`config.mk`:
```
export PLATFORM = sky130hd
export DESIGN_NAME = pust_top
export DESIGN_NICKNAME = d
export VERILOG_FILES = /design/src/design/pust_pkg.sv /design/src/design/pust_sync.sv /design/src/design/pust_top.sv
export SDC_FILE = /design/constraint.sdc
export NUM_CORES = 1
export LEC_CHECK = 0
export ABC_AREA = 1
export BUFFER_PORTS_ARGS = -buffer_cell sky130_fd_sc_hd__buf_2
export CAP_MARGIN = 20
export CORE_MARGIN = 5
export CORE_UTILIZATION = 40
export CTS_CLUSTER_SIZE = 8
export DETAILED_ROUTE_END_ITERATION = 8
export GPL_ROUTABILITY_DRIVEN = 1
export SLEW_MARGIN = 20
export SYNTH_ARGS = -nofsm -noshare
export SYNTH_HDL_FRONTEND = slang
export SYNTH_SLANG_ARGS = --single-unit
```
`constraint.sdc`:
```
create_clock -name i_ref_clk -period 2.2 [get_ports i_ref_clk]
set_input_delay 0.55 -clock i_ref_clk [delete_from_list [all_inputs] [get_ports i_ref_clk]]
set_output_delay 0.55 -clock i_ref_clk [all_outputs]
set_load 0.01 [all_outputs]
```
`src/design/pust_pkg.sv`:
```
/*
 * package for the power-up strap capture and test-mode decode block.
 * assumes a single 100 mhz reference clock; pci rate derived by enable.
 */
package pust_pkg;
	// pci clock enable from 100 mhz: accumulate 33 per 100
	localparam int unsigned REF_CLK_MHZ      = 100;
	localparam int unsigned PCI_CLK_MHZ      = 33;
	localparam logic [7:0]  PCI_ACC_STEP     = 8'(PCI_CLK_MHZ);
	localparam logic [7:0]  PCI_ACC_WRAP     = 8'(REF_CLK_MHZ);
	// low-time count decode thresholds, in pci clocks
	localparam logic [5:0]  TM_NAND1_CNT     = 6'h04;
	localparam logic [5:0]  TM_NAND4_CNT     = 6'h07;
	localparam logic [5:0]  TM_ALLZ_CNT      = 6'h08;
	localparam logic [5:0]  TM_RSV_LO_CNT    = 6'h0A;
	localparam logic [5:0]  TM_RSV_HI_CNT    = 6'h18;
	localparam logic [5:0]  TM_CNT_SAT       = 6'h3F;
	// status bit positions in the bridge config word at d4h
	localparam logic [7:0]  CFG_STRAP_OFFSET = 8'hD4;
	localparam int unsigned NO_REBOOT_BIT    = 1;
	localparam int unsigned SAFE_MODE_BIT    = 2;
	// reset values of the tone and link pin synchronisers (pull levels)
	localparam logic        TONE_RST_VAL     = 1'b1;
	localparam logic        LINK_RST_VAL     = 1'b0;

	typedef enum logic [2:0] {
		PUST_TM_NONE  = 3'b000,
		PUST_TM_NAND1 = 3'b001,
		PUST_TM_NAND2 = 3'b010,
		PUST_TM_NAND3 = 3'b011,
		PUST_TM_NAND4 = 3'b100,
		PUST_TM_ALLZ  = 3'b101
	} pust_tmode_t;

	typedef struct packed {
		logic reboot_inhibit;
		logic safe_mode;
	} pust_straps_t;
endpackage : pust_pkg

```
`src/design/pust_sync.sv`:
```
/*
 * two-flop synchroniser for pin inputs.
 * assumes the pin may change at any time relative to i_ref_clk.
 */
`timescale 1ns/1ps
`default_nettype none
module pust_sync (
	// clock and reset
	input  wire logic i_ref_clk,
	input  wire logic i_rst,
	input  wire logic i_rst_val,
	// pin in, synchronised out
	input  wire logic i_async,
	output logic      o_sync
);
	logic meta_reg;

	// first stage read only by second stage
	always_ff @(posedge i_ref_clk) begin
		if (i_rst) begin
			meta_reg <= i_rst_val;
			o_sync   <= i_rst_val;
		end else begin
			meta_reg <= i_async;
			o_sync   <= meta_reg;
		end
	end
endmodule : pust_sync
`default_nettype wire

```
`src/design/pust_top.sv`:
```
/*
 * power-up strap capture and factory test-mode decode.
 * assumes strap pins settle before power-good rises and that
 * board pull resistors are modelled outside this block.
 */
`timescale 1ns/1ps
`default_nettype none
// Behaviour
// RULE1: capture straps on power-good rise, release pins
// RULE2: board holds strap four pci clocks before
// RULE3: tone strap low inhibits watchdog reboot
// RULE4: reboot-inhibit status readable at d4h bit1
// RULE5: link strap high forces safe cpu straps
// RULE6: safe-mode status readable at d4h bit2
// RULE7: count pci clocks reset low, power good
// RULE8: decode count into nand, all-z or none
// RULE9: tester pulls reset low after host reset
// RULE10: hold captured straps until next rise
// RULE11: no reserved modes; decode after reset release
module pust_top (
	// clock and reset
	input  wire logic                 i_ref_clk,
	input  wire logic                 i_rst,
	// pins
	input  wire logic                 i_power_good_in,
	input  wire logic                 i_tone_output_pin,
	input  wire logic                 i_codec_link_serial_out,
	input  wire logic                 i_battery_well_reset_n,
	input  wire logic                 i_host_bus_reset_n,
	// strap results
	output pust_pkg::pust_straps_t    o_straps,
	output logic [7:0]                o_cfg_d4_status,
	output logic                      o_watchdog_reboot_en,
	output logic                      o_cpu_safe_straps,
	output logic                      o_strap_pins_released,
	// test mode
	output pust_pkg::pust_tmode_t     o_test_mode,
	output logic                      o_all_outputs_hiz
);
	import pust_pkg::*;

	logic        pg_sync;
	logic        tone_sync;
	logic        link_sync;
	logic        rtc_n_sync;
	logic        hrst_n_sync;
	logic        pg_prev_reg;
	logic        pg_rise;
	logic [7:0]  acc_reg;
	logic        pci_en;
	logic [5:0]  low_cnt_reg;
	logic        rtc_prev_reg;
	logic        low_seen_reg;
	logic        rel_reg;
	pust_straps_t straps_reg;
	pust_tmode_t  tmode_reg;

	// ************************************************************
	// pin synchronisers
	// ************************************************************
	pust_sync u_pg   (.i_ref_clk(i_ref_clk), .i_rst(i_rst), .i_rst_val(1'b0),
		.i_async(i_power_good_in), .o_sync(pg_sync));
	pust_sync u_tone (.i_ref_clk(i_ref_clk), .i_rst(i_rst), .i_rst_val(TONE_RST_VAL),
		.i_async(i_tone_output_pin), .o_sync(tone_sync));
	pust_sync u_link (.i_ref_clk(i_ref_clk), .i_rst(i_rst), .i_rst_val(LINK_RST_VAL),
		.i_async(i_codec_link_serial_out), .o_sync(link_sync));
	pust_sync u_rtc  (.i_ref_clk(i_ref_clk), .i_rst(i_rst), .i_rst_val(1'b1),
		.i_async(i_battery_well_reset_n), .o_sync(rtc_n_sync));
	pust_sync u_hrst (.i_ref_clk(i_ref_clk), .i_rst(i_rst), .i_rst_val(1'b0),
		.i_async(i_host_bus_reset_n), .o_sync(hrst_n_sync));

	// ************************************************************
	// strap capture
	// ************************************************************

	// edge detect on the synchronised power-good only
	always_ff @(posedge i_ref_clk) begin
		if (i_rst)
			pg_prev_reg <= 1'b0;
		else
			pg_prev_reg <= pg_sync;
	end
	assign pg_rise = pg_sync & ~pg_prev_reg;

	// straps move only on a rise; later pin activity ignored
	always_ff @(posedge i_ref_clk) begin
		if (i_rst) begin
			straps_reg <= '0;
		end else if (pg_rise) begin // see RULE1 see RULE10
			straps_reg.reboot_inhibit <= ~tone_sync; // see RULE3
			straps_reg.safe_mode      <= link_sync;  // see RULE5
		end
	end

	// pins go back to normal function after sampling; sync lag
	// means the board must hold levels a few clocks, see RULE2
	always_ff @(posedge i_ref_clk) begin
		if (i_rst)
			rel_reg <= 1'b0;
		else if (!pg_sync)
			rel_reg <= 1'b0;
		else if (pg_rise)
			rel_reg <= 1'b1; // see RULE1
	end

	assign o_straps              = straps_reg;
	assign o_strap_pins_released = rel_reg;
	assign o_watchdog_reboot_en  = ~straps_reg.reboot_inhibit; // see RULE3
	assign o_cpu_safe_straps     = straps_reg.safe_mode;       // see RULE5

	// status word: other bits read zero
	always_comb begin
		o_cfg_d4_status                = 8'h00;
		o_cfg_d4_status[NO_REBOOT_BIT] = straps_reg.reboot_inhibit; // see RULE4
		o_cfg_d4_status[SAFE_MODE_BIT] = straps_reg.safe_mode;      // see RULE6
	end

	// ************************************************************
	// pci-rate enable and low-time counter
	// ************************************************************

	// fractional divider: 33 enables per 100 ref clocks, jitter accepted
	// restart the phase on the first low cycle of a pulse, so a low time
	// of n pci periods counts n rather than n-1 or n by chance
	always_ff @(posedge i_ref_clk) begin
		if (i_rst)
			acc_reg <= 8'h00;
		else if (!rtc_n_sync && rtc_prev_reg)
			acc_reg <= PCI_ACC_STEP; // see RULE7
		else if (acc_reg + PCI_ACC_STEP >= PCI_ACC_WRAP)
			acc_reg <= 8'(acc_reg + PCI_ACC_STEP - PCI_ACC_WRAP);
		else
			acc_reg <= 8'(acc_reg + PCI_ACC_STEP);
	end
	assign pci_en = (acc_reg + PCI_ACC_STEP >= PCI_ACC_WRAP);

	// count only with power good and host reset released, see RULE9
	always_ff @(posedge i_ref_clk) begin
		if (i_rst || !pg_sync) begin
			low_cnt_reg  <= 6'h00;
			low_seen_reg <= 1'b0;
		end else if (!rtc_n_sync && hrst_n_sync) begin
			low_seen_reg <= 1'b1;
			if (rtc_prev_reg)
				low_cnt_reg <= 6'h00; // first low cycle starts from zero
			else if (pci_en && low_cnt_reg != TM_CNT_SAT)
				low_cnt_reg <= 6'(low_cnt_reg + 6'h01); // see RULE7
		end else if (rtc_n_sync) begin
			low_seen_reg <= 1'b0;
		end
	end

	always_ff @(posedge i_ref_clk) begin
		if (i_rst)
			rtc_prev_reg <= 1'b1;
		else
			rtc_prev_reg <= rtc_n_sync;
	end

	// ************************************************************
	// test-mode decode
	// ************************************************************
	function automatic pust_tmode_t decode_tm(input logic [5:0] cnt);
		if (cnt >= TM_NAND1_CNT && cnt <= TM_NAND4_CNT)
			decode_tm = pust_tmode_t'(3'(cnt - TM_NAND1_CNT + 6'h01));
		else if (cnt == TM_ALLZ_CNT)
			decode_tm = PUST_TM_ALLZ;
		else
			decode_tm = PUST_TM_NONE; // reserved counts land here too
	endfunction : decode_tm

	// evaluated at reset release; power-good low clears it
	always_ff @(posedge i_ref_clk) begin
		if (i_rst || !pg_sync)
			tmode_reg <= PUST_TM_NONE;
		else if (rtc_n_sync && low_seen_reg)
			tmode_reg <= decode_tm(low_cnt_reg); // see RULE8 see RULE11
	end

	assign o_test_mode       = tmode_reg;
	assign o_all_outputs_hiz = (tmode_reg == PUST_TM_ALLZ);

	// ************************************************************
	// checks
	// ************************************************************
	// capture, status, counting and decode checks
	straps_hold_a: assert property (@(posedge i_ref_clk) disable iff (i_rst) // see RULE10
		!pg_rise |=> $stable(straps_reg)) else $error("straps moved without rise");
	tone_capture_a: assert property (@(posedge i_ref_clk) disable iff (i_rst) // see RULE3
		pg_rise |=> straps_reg.reboot_inhibit == !$past(tone_sync))
		else $error("tone strap capture wrong");
	link_capture_a: assert property (@(posedge i_ref_clk) disable iff (i_rst) // see RULE5
		pg_rise |=> o_cpu_safe_straps == $past(link_sync))
		else $error("safe strap capture wrong");
	status_bits_a: assert property (@(posedge i_ref_clk) disable iff (i_rst) // see RULE4
		o_cfg_d4_status[1] == !o_watchdog_reboot_en && o_cfg_d4_status[2] == o_straps.safe_mode)
		else $error("status bits mismatch");
	no_reserved_a: assert property (@(posedge i_ref_clk) disable iff (i_rst) // see RULE11
		(rtc_n_sync && low_seen_reg && pg_sync && low_cnt_reg >= TM_RSV_LO_CNT)
		|=> tmode_reg == PUST_TM_NONE) else $error("reserved count entered mode");
	nand_decode_a: assert property (@(posedge i_ref_clk) disable iff (i_rst) // see RULE8
		(rtc_n_sync && low_seen_reg && pg_sync && low_cnt_reg == 6'h05)
		|=> tmode_reg == PUST_TM_NAND2) else $error("count 5 not nand 2");
	stable_low_a: assert property (@(posedge i_ref_clk) disable iff (i_rst) // see RULE11
		(!rtc_n_sync && rtc_prev_reg && pg_sync) |=> $stable(tmode_reg))
		else $error("mode changed while reset low");
	count_pwr_a: assert property (@(posedge i_ref_clk) disable iff (i_rst) // see RULE7
		!pg_sync |=> low_cnt_reg == 6'h00) else $error("count without power good");
	release_a: assert property (@(posedge i_ref_clk) disable iff (i_rst) // see RULE1
		pg_rise |=> o_strap_pins_released) else $error("pins not released");

	// counting and decode checks
	allz_decode_a: assert property (@(posedge i_ref_clk) disable iff (i_rst) // see RULE8
		(rtc_n_sync && low_seen_reg && pg_sync && low_cnt_reg == TM_ALLZ_CNT)
		|=> tmode_reg == PUST_TM_ALLZ) else $error("count 8 not all-z");
	first_low_a: assert property (@(posedge i_ref_clk) disable iff (i_rst) // see RULE7
		(!rtc_n_sync && rtc_prev_reg && pg_sync && hrst_n_sync)
		|=> low_cnt_reg == 6'h00) else $error("count not restarted");
	pci_gap_a: assert property (@(posedge i_ref_clk) disable iff (i_rst) // see RULE7
		pci_en |=> !pci_en) else $error("pci enables back to back");
	mode_clear_a: assert property (@(posedge i_ref_clk) disable iff (i_rst) // see RULE11
		!pg_sync |=> tmode_reg == PUST_TM_NONE) else $error("mode kept without power good");
	seen_clear_a: assert property (@(posedge i_ref_clk) disable iff (i_rst) // see RULE11
		rtc_n_sync |=> !low_seen_reg) else $error("low pulse decoded twice");
endmodule : pust_top
`default_nettype wire

```
; After elaboration in Yosys (flattened, before gate mapping)
; Cells that the tools add are included.
[totals]
regBits = 33
in_bits = 7
word_cells = 57
[op_classes]
add_sub_neg = 5
n_lt_le_gt_ge = 3
eq_ne = 3
n_mux = 8
bitwise = 5
reduce_logical = 13
[op_table]
columns = cell, count
row1 = $mux W6, 3
row2 = $add A8 B6 Y8 const B, 1
row3 = $ge A8 B7 Y1 const B, 1
row4 = $mux W8, 1
row5 = $sub A8 B7 Y8 const B, 1
row6 = $add A6 B1 Y6 const B, 1
row7 = $eq A6 B4 Y1 const B, 1
row8 = $ge A6 B3 Y1 const B, 1
row9 = $le A6 B3 Y1 const B, 1
row10 = $mux W3, 2
row11 = $ne A6 B6 Y1 const B, 1
row12 = $logic_and A1 B1 Y1, 5
row13 = $not A1 Y1, 4
row14 = $reduce_bool A2 Y1, 2
row15 = $reduce_or A2 Y1, 2
row16 = $add A3 B1 Y3 const B, 1
row17 = $eq A3 B3 Y1 const B, 1
row18 = $sub A3 B3 Y3 const B, 1
row19 = $logic_not A1 Y1, 2
row20 = $mux W1, 2
row21 = $reduce_and A2 Y1, 1
row22 = $and A1 B1 Y1, 1
row23 = $logic_or A1 B1 Y1, 1

; Depth between registers and ports, before layout
; Gate-level depths: netlist of the first run.
[depth]
ltp_word = 5
mapped_depth = 14
ltp_nobuf = 14

; By module
; A second synthesis of the first run with hierarchy kept.
[unflattened]
hier_cells = 229
hier_area_um2 = 1647.8
[modules_own_cells]
columns = module, n_inst, cells_each, area_each_um2
row1 = pust_top, 1, 189, 1335.0
row2 = pust_sync, 5, 8, 62.6

; Least setup slack after synthesis of the first run
; Ideal clock, no wire load.
[synth_timing]
kind = register -> register
from = register acc_reg[0]
to = register acc_reg[5]
setup_ps = 115
arrival_time_ps = 1704
slack_ps = 381
path_stages_with_launch = 15
path_buffers = 0
synth_period_minus_slack_ps = 1819
cell_sequence = dfxtp_1 > ha_1 > nand2_1 > inv_1 > nor2_1 > inv_1 > ha_1 > nand3_1 > nand3_2 > nand2_4 > nand2_1 > nand2_1 > nand2_1 > o21ai_0 > inv_1
[synth_via]
elab_chain_len = 4
elab_cells_between_ends = 5
classes_between = 2 x add/sub / 1 x order compare / 2 x mux
[synth_lines]
columns = item, line
row1 = "start, declared", pust_top.sv:49  ; logic [7:0] acc_reg;
row2 = "start signal, assigned", pust_top.sv:131  ; acc_reg <= 8'(acc_reg + PCI_ACC_STEP - PCI_ACC_WRAP);
row3 = "start signal, assigned", pust_top.sv:133  ; acc_reg <= 8'(acc_reg + PCI_ACC_STEP);
row4 = $add A8 B6 Y8 (*), "pust_top.sv:130, pust_top.sv:131, pust_top.sv:133"
row5 = $sub A8 B7 Y8 / $ge A8 B7 Y1 (equally long branches), "pust_top.sv:131, pust_top.sv:130"
row6 = $mux W8 (*), pust_top.sv:130  ; else if (acc_reg + PCI_ACC_STEP >= PCI_ACC_WRAP)
row7 = $mux W6 (*), pust_top.sv:128  ; else if (!rtc_n_sync && rtc_prev_reg)
; Every way passes the cells marked *; elsewhere a longest branch is shown, timed or not.
; A chain may end at the register's enable or synchronous reset.

; Worst setup path after layout of the first run
; Ends and elaborated chain as after synthesis.

==> impl_metrics.tcl, run 1 <==
set metrics [dict create \
    tightest_slew_ps 541 \
    grt_max_degree 14 \
    max_freq_mhz 514 \
    root_buffer "clkbuf_8" \
    hold_slack_ps 399 \
    report.final.slew_viol_count 0 \
    largest_reg_flops 8 \
    grt_pass1_vias 1172 \
    vias 1304 \
    synthSimpleGateAreaFrac_pct 30.6 \
    synth_xor_area_share_pct 1.65 \
    cts_max_level 2 \
    initial_core_util_pct 40.4 \
    yosys.area.top_type "dfxtp_1" \
    cts_tree "done" \
    fin_crit_sh_pct 88.5 \
    drt_iter0_drc 50 \
    gp_congestion 0.865 \
    antenna_found_initial 0 \
    grt_pass1_wl_um 5010 \
    areaGrowthSynthToFinish_pct 13.0 \
    numPortBuffers 17 \
    crit_path_start_kind "flip-flop" \
    synth.top_cell.area_share_pct 41.4 \
    synth_cells 212 \
    place_area_sq_um 1680 \
    yosys_warnings 0 \
    async_flop_share_pct 0 \
    synth_fa_ha_area_share_pct 3.92 \
    fin_nets 242 \
    ys_seq_area_share_pct 41.4 \
    hpwl_um 2160 \
    gr-total-overflow 0 \
    drv_cap 0 \
    drive_gt1_share_pct 19.9 \
    wl_um 2820 \
    clkTransAtPathRegs_ps 70 \
    synth_edf_count 0 \
    synth_most_common_cell "dfxtp_1" \
    synthFlopType "dfxtp_1" \
    clock_skew_ps 4.06 \
    coreArea_sq_um 3940 \
    synth-seq-cells 33 \
    via_per_inst 4.64 \
    setup_viol 0 \
    clock_latency_ps 280 \
    synth-compound-area-share_pct 9.81 \
    tns_ps 0 \
    num_rows 23 \
    post_drt_wl_per_cell_um 10.0 \
    synth_cell_type_count 30 \
    numCtsBuffers 5 \
    ctsHoldBuffers 0 \
    slew_headroom_pct 63.8 \
    drc 0 \
    die_y_um 73.1 \
    drt_first_pass_iters 4 \
    die_x_um 73.1 \
    cts_sinks 33 \
    vdd_drop_max_uv 588 \
    fin_area_sq_um 1800 \
    reg2reg_slack_ps 250 \
    synth_top_family_by_area "simple AND/OR/NAND/NOR gates" \
    hp-class "flip-flop to flip-flop" \
    dieArea_sq_um 5350 \
    diodes 0 \
    p_leak_nw 0.787 \
    crit_type "flip-flop to flip-flop" \
    clock_path_buffers 2 \
    post-route-min-period_ps 1950 \
    ys_top_cells_by_area "dfxtp_1, inv_1, nand2_1, nor2_1, nand3_1" \
    num_io_pins 24 \
    rsz0062_at_grt "false" \
    synthMuxAreaShare_pct 0 \
    critPathCaptureType "flip-flop" \
    critical_path_arrival_ps 2130 \
    status "complete, no violations" \
    final_antenna_net_count 0 \
    synth_area_sq_um 1590 \
    hold_viol 0 \
    powerDensity_nw_per_um2 985 \
    syn_avg_cell_area_sq_um 7.52 \
    grt_usage_pct 12.1 \
    crit_fanout 8 \
    synthTopCellsByCount "dfxtp_1, inv_1, nand2_1, nor2_1, nand3_1" \
    required_ps 2380 \
]
==> metrics by stage <==
| stage | power, mW | setup WS (ps) | instances | utilization [%] |
|---|---|---|---|---|
| after floorplan | 1.14 | 381 | 217 | - |
| after global placement | 1.22 | 293 | 273 | 42.7 |
| after detailed placement | 1.22 | 208 | 273 | 42.7 |
| after CTS | 1.80 | 189 | 281 | 45.6 |
| after global routing | 1.91 | 33.1 | 281 | 45.7 |
| final | 1.78 | 253 | 281 | 45.7 |
==> placed cells by master, fill, tap and decap left out, types with 2 or more instances in the layout <==
cell      instances
nand2_4           2
nor3_1            4
nor2_2            2
o21ai_0           8
dfxtp_1          33
nand3_1          19
inv_1            30
a21oi_1          15
or2_2             4
ha_1              5
xnor2_1           2
clkbuf_8          5
nand2_1          28
nor2_1           27
nand3_2           3
nand2_2           6
conb_1            6
o221ai_1          2
buf_2            17
==> where the power goes <==
part / switching (mW) / internal (mW)
Sequential: 0.0468 / 0.659
Combinational: 0.317 / 0.181
Clock: 0.233 / 0.339
Total: 0.597 / 1.18
==> metal layers <==
| layer | up-vias | global-route usage, % | part of all wire (%) |
|---|---|---|---|
| met2 | 20 | 19.5 | 47 |
| met4 | 0 | 5.94 | 1.6 |
| met5 | - | 0 | 0 |
| met3 | 5 | 3.86 | 4.5 |
| li1 | 695 | - | - |
| met1 | 584 | 14.3 | 47 |
==> path summary, 6_finish.rpt <==
check	start	end	depth (start not counted)
max	acc_reg[0]$_SDFF_PP0_	acc_reg[5]$_SDFF_PP0_	14
min	u_tone.o_sync$_SDFF_PP1_	o_cfg_d4_status[1]$_SDFFE_PP0P_	1
max reg2reg	acc_reg[0]$_SDFF_PP0_	acc_reg[5]$_SDFF_PP0_	14
min reg2reg	u_tone.o_sync$_SDFF_PP1_	o_cfg_d4_status[1]$_SDFFE_PP0P_	1
==> cells by family after synthesis <==
family                   count (synthesis)
AND/OR/NAND/NOR                         99
buffers and inverters                   43
other                                    1
adder cells (fa/ha/maj)                  5
AO/OA/AOI/OAI                           28
flip-flops                              33
XOR/XNOR                                 3
==> final cells by class <==
type / instances / area (sq um)
tap: 50 / 62.6
clock buffer: 5 / 68.8
clock inverter: 3 / 46.3
fill: 389 / 2140
timing repair buffer: 17 / 85.1
multi-input combinational: 141 / 758
sequential: 33 / 661
inverter: 32 / 120
==> worst max-delay path: stages (launching register included) <==
cell and delay (ps):
dfxtp_1 340, ha_1 240, nand2_1 80, inv_1 60, nor2_2 120, inv_1 90
ha_1 220, nand3_1 110, nand3_2 100, nand2_4 110, nand2_1 80, nand2_1 60
nand2_1 40, o21ai_0 140, inv_1 50
==> repair_timing <==
item	4_1_cts	5_1_grt
endpoints found under the setup margin	0	2
buffers inserted	0	0
gates resized for setup	0	1
Note: power is estimated with default switching activity, not from simulation.
==> run 2, diff against run 1 <==
Settings changed: PLACE_DENSITY from default to 0.7.
==> impl_metrics.tcl, run 2 (synthesis gave the netlist of run 1 again) <==
set metrics [dict create \
    die_y_um 73.1 \
    slew_headroom_pct 63.3 \
    diodes 0 \
    numPortBuffers 17 \
    setup_ws_ps 251 \
    required_ps 2410 \
    postCtsSetupBuffers 0 \
    drv_cap 0 \
    numCtsBuffers 5 \
    grt_pass1_wl_um 4950 \
    crit_path_start_kind "flip-flop" \
    vias 1292 \
    wl_um 2750 \
    hold_viol 0 \
    final_antenna_net_count 0 \
    crit_fanout 10 \
    status "complete, no violations" \
    vdd_drop_max_uv 488 \
    fin_util_pct 46.3 \
    areaGrowthSynthToFinish_pct 14.4 \
    max_freq_mhz 513 \
    hp-class "flip-flop to flip-flop" \
    rsz0062_at_grt "false" \
    global_route.usage.met1_pct 14.6 \
    cts_tree "done" \
    preCtsSetupSlack_ps 212 \
    die_x_um 73.1 \
    clkTransAtPathRegs_ps 70 \
    via_per_inst 4.60 \
    root_buffer "clkbuf_8" \
    grtUsageMet3_pct 3.72 \
    ctsResizeCount 0 \
    drt_first_pass_iters 6 \
    setup_viol 0 \
    gr-total-overflow 0 \
    coreArea_sq_um 3940 \
    fin_area_sq_um 1820 \
    tightest_slew_ps 549 \
    final_common_cell "dfxtp_1" \
    drt_iter0_drc 53 \
    cts_sinks 33 \
    antenna_found_initial 0 \
    crit_type "flip-flop to flip-flop" \
    gp_congestion 0.836 \
    largest_reg_flops 8 \
    place_area_sq_um 1680 \
    grt_pass1_vias 1194 \
    clock_skew_ps 3.72 \
    clock_latency_ps 280 \
    report.final.slew_viol_count 0 \
    drc 0 \
    num_rows 23 \
    grt_max_degree 14 \
    fin_nets 242 \
    ctsHoldBuffers 0 \
    critPathCaptureType "flip-flop" \
    initial_core_util_pct 40.4 \
    num_io_pins 24 \
    dieArea_sq_um 5350 \
    grt_usage_pct 11.8 \
    cts_max_level 2 \
    critical_path_arrival_ps 2160 \
    fin_crit_sh_pct 88.6 \
    powerDensity_nw_per_um2 1040 \
    grt_busiest_layer "met2" \
    hpwl_um 2040 \
    p_leak_nw 0.801 \
    tns_ps 0 \
    grt_use_met2_pct 18.6 \
    drive_gt1_share_pct 19.9 \
    clock_path_buffers 2 \
    post_drt_wl_per_cell_um 9.77 \
    post-route-min-period_ps 1950 \
    final_cell_mix "dfxtp_1, inv_1, nand2_1, nor2_1, nand3_1" \
]
==> run 2: cell count changes in the layout (fill, tap and decap cells not counted) <==
cell        delta
inv_6          +1
bufinv_16      +1
clkinvlp_4     -1
clkinv_4       -1
==> run 2: per-stage QoR <==
step           total power [mW]  hold WS, ps  cells
2_1_floorplan              1.14          382    217
3_3_place_gp               1.21          389    273
3_5_place_dp               1.22          394    273
4_1_cts                    1.91          404    281
5_1_grt                    2.02          424    281
6_report                   1.90          401    281
==> run 2: worst max-delay path, stage by stage (launching register included) <==
cell	delay, ps
dfxtp_1	340
ha_1	240
nand2_1	80
inv_1	60
nor2_2	120
inv_1	80
ha_1	220
nand3_1	110
nand3_2	100
nand2_4	120
nand2_4	70
nand2_8	80
nand3_1	80
a21oi_1	170
==> run 2: final timing paths <==
path	from	endpoint	slack, ps	cells past startpoint
worst max-delay path	acc_reg[0]$_SDFF_PP0_	low_cnt_reg[5]$_SDFFE_PP0P_	250	13
worst min-delay path	u_link.meta_reg$_SDFF_PP0_	u_link.o_sync$_SDFF_PP0_	400	2
worst max register to register	acc_reg[0]$_SDFF_PP0_	low_cnt_reg[5]$_SDFFE_PP0P_	250	13
worst min register to register	u_link.meta_reg$_SDFF_PP0_	u_link.o_sync$_SDFF_PP0_	400	2
==> run 2: final cells by class <==
class	count	area, sq um
repair buffers	17	85.1
clock inverters	3	68.8
multi-input cells	141	758
clock buffers	5	68.8
flip-flops and latches	33	661
inverters	32	120
fillers	389	2120
well taps	50	62.6
==> run 2: metal layers <==
metal / share of wire [%] / wire length [um]
met2: 47 / 1300
met1: 46 / 1260
met5: 0 / 0
met4: 1.4 / 38
met3: 5.3 / 145
==> run 2: power breakdown <==
group,switching (mW),internal [mW],total (mW)
combinational,0.321,0.182,0.503
clock,0.233,0.456,0.689
sequential,0.0464,0.659,0.705
total,0.600,1.30,1.90
==> run 3, diff against run 2 <==
Settings changed: SYNTH_HIERARCHICAL from default to 1.
==> impl_metrics.tcl, run 3 <==
set metrics [dict create \
    final_cell_mix "nand2_1, dfxtp_1, inv_1, nor2_1, nand3_1" \
    seqPwrFrac_pct 48.8 \
    fin_util_pct 46.4 \
    top_layer_used "met4" \
    wl_met1_um 1410 \
    finalPower_mw 1.35 \
    hold_depth 1 \
    hpwl_um 2230 \
    die_x_um 74.2 \
    synthMuxAreaShare_pct 0 \
    yosys.area.top_type "dfxtp_1" \
    fin_crit_sh_pct 88.7 \
    switchingPower_uw 390 \
    drt_first_pass_iters 4 \
    coreArea_sq_um 4000 \
    grt_pass1_vias 1225 \
    diodes 0 \
    grt_pass1_wl_um 5160 \
    critPathCaptureType "flip-flop" \
    whs_endpoint "o_cfg_d4_status[1]$_SDFFE_PP0P_" \
    vias 1342 \
    via_per_inst 4.41 \
    rr_worst_depth 14 \
    initial_core_util_pct 41.2 \
    required_ps 2370 \
    postCtsSetupBuffers 0 \
    p_sw_share_pct 28.8 \
    drc 0 \
    tns_ps 0 \
    syn_avg_cell_area_sq_um 7.20 \
    gr-total-overflow 0 \
    areaGrowthSynthToFinish_pct 12.8 \
    ctsResizeCount 0 \
    wl_met3_um 99 \
    drv_cap 0 \
    slew_headroom_pct 66.6 \
    pwr-share-comb_pct 15.9 \
    cts_tree "done" \
    root_buffer "clkbuf_8" \
    drive_gt1_share_pct 17.3 \
    rsz0062_at_grt "false" \
    p_leak_nw 0.890 \
    synth_area_sq_um 1650 \
    synth.top_cell.area_share_pct 40.1 \
    synthFlopType "dfxtp_1" \
    crit_type "flip-flop to flip-flop" \
    hp-start "u_tone/o_sync$_DFF_P_" \
    crit_path_start_kind "flip-flop" \
    final_common_cell "nand2_1" \
    grt_max_degree 14 \
    num_rows 23 \
    cts_sinks 33 \
    ys_seq_area_share_pct 40.1 \
    fin_nets 265 \
    setup_viol 0 \
    max_freq_mhz 512 \
    tightest_slew_ps 499 \
    clock_path_buffers 2 \
    largest_reg_flops 8 \
    wl_um 2860 \
    dieArea_sq_um 5500 \
    final_antenna_net_count 0 \
    cts_max_level 2 \
    drt_iter0_drc 69 \
    intPower_uw 964 \
    reg2reg_from "acc_reg[0]$_SDFF_PP0_" \
    numCtsBuffers 5 \
    synth-seq-cells 33 \
    post_drt_wl_per_cell_um 9.40 \
    hp-class "flip-flop to flip-flop" \
    synth_cells 229 \
    async_flop_share_pct 0 \
    synthTopCellsByCount "nand2_1, dfxtp_1, inv_1" \
    numPortBuffers 17 \
    synth_edf_count 0 \
    clock_skew_ps 6.62 \
    p_clk_share_pct 35.3 \
    nFillCells 404 \
    crit_fanout 9 \
    met2_wirelength_um 1310 \
    die_y_um 74.2 \
    gp_congestion 0.927 \
    synth_xor_area_share_pct 1.59 \
    clkTransAtPathRegs_ps 70 \
    ctsHoldBuffers 0 \
    antenna_found_initial 0 \
    synth_most_common_cell "nand2_1" \
    synth_fa_ha_area_share_pct 3.80 \
    r2r-end "low_cnt_reg[1]$_SDFFE_PP0P_" \
    ys_top_cells_by_area "dfxtp_1, nand2_1, inv_1, nand3_1, nor2_1" \
    yosys_warnings 6 \
    vdd_drop_max_uv 496 \
    grt_usage_pct 12.2 \
    powerDensity_nw_per_um2 728 \
    synth_cell_type_count 24 \
    synth_top_family_by_area "simple AND/OR/NAND/NOR gates" \
    hold_viol 0 \
    synthSimpleGateAreaFrac_pct 33.6 \
    num_io_pins 24 \
    clock_latency_ps 280 \
    critical_path_arrival_ps 2120 \
    post-route-min-period_ps 1950 \
    report.final.slew_viol_count 0 \
    status "complete, no violations" \
    synth-compound-area-share_pct 8.58 \
    reg2reg_slack_ps 250 \
]
## run 3: cell types whose count changed after synthesis, moves of 2 or more
cell and change:
or2_2 -4, nand2_1 +28, nand4_1 +2, nor3_1 -2, inv_2 +2, nor2_1 -7
## run 3: logic make-up after synthesis
kind of cell / after synthesis
flip-flops: 33
AO/OA/AOI/OAI: 26
XOR/XNOR: 3
buffers and inverters: 43
adder cells (fa/ha/maj): 5
other: 2
AND/OR/NAND/NOR: 117
## run 3: per-layer routing
metal,up-vias,global-route usage (%)
met3,4,2.84
met4,0,6.64
met1,572,14.9
li1,752,-
met2,14,19.6
met5,-,0
## run 3: worst max-delay path, cell delays in order, from the launching register on
cell     delay, ps
dfxtp_1        340
ha_1           240
nand2_1         80
inv_2           40
nor2_1         160
inv_1          100
ha_1           220
nand3_1        100
nand3_2        100
nand2_4        110
nand2_4         70
nand2_8         90
nand2_4         60
nand2_1         70
a21oi_1         50
## run 3: how the worst max path moves through the flow
stage,start,end,slack [ps],cells after the start
floorplan,acc_reg[0]$_SDFF_PP0_,low_cnt_reg[0]$_SDFFE_PP0P_,400,14
global placement,acc_reg[0]$_SDFF_PP0_,low_cnt_reg[1]$_SDFFE_PP0P_,320,14
detailed placement,acc_reg[0]$_SDFF_PP0_,low_cnt_reg[1]$_SDFFE_PP0P_,260,14
CTS,acc_reg[0]$_SDFF_PP0_,low_cnt_reg[1]$_SDFFE_PP0P_,250,14
global route,acc_reg[0]$_SDFF_PP0_,low_cnt_reg[3]$_SDFFE_PP0P_,10,14
finish,acc_reg[0]$_SDFF_PP0_,low_cnt_reg[1]$_SDFFE_PP0P_,250,14
## run 3: power by group through the flow
stage / Sequential [mW] / Clock [mW] / Combinational [mW]
2_1_floorplan: 0.672 / 0 / 0.181
3_3_place_gp: 0.674 / 0 / 0.214
3_5_place_dp: 0.674 / 0 / 0.216
4_1_cts: 0.661 / 0.489 / 0.217
5_1_grt: 0.666 / 0.523 / 0.250
6_report: 0.661 / 0.478 / 0.215
## run 3: final cells by class
| class | count | area (sq um) | area share [%] |
|---|---|---|---|
| Inverter | 34 | 128 | 6.87 |
| Timing Repair Buffer | 17 | 85.1 | 4.58 |
| Tap cell | 50 | 62.6 | 3.37 |
| Clock inverter | 2 | 13.8 | 0.741 |
| Multi-Input combinational cell | 162 | 826 | 44.4 |
| Clock buffer | 6 | 82.6 | 4.44 |
| Sequential cell | 33 | 661 | 35.6 |
## run 3: metrics by stage
stage / area (sq um) / setup WS, ps / std cells / hold slack (ps)
after floorplan: 1680 / 404 / 238 / 382
after global placement: 1760 / 317 / 296 / 385
after detailed placement: 1760 / 258 / 296 / 391
after CTS: 1860 / 246 / 304 / 401
after global routing: 1860 / 10.3 / 304 / 422
final: 1860 / 249 / 304 / 397
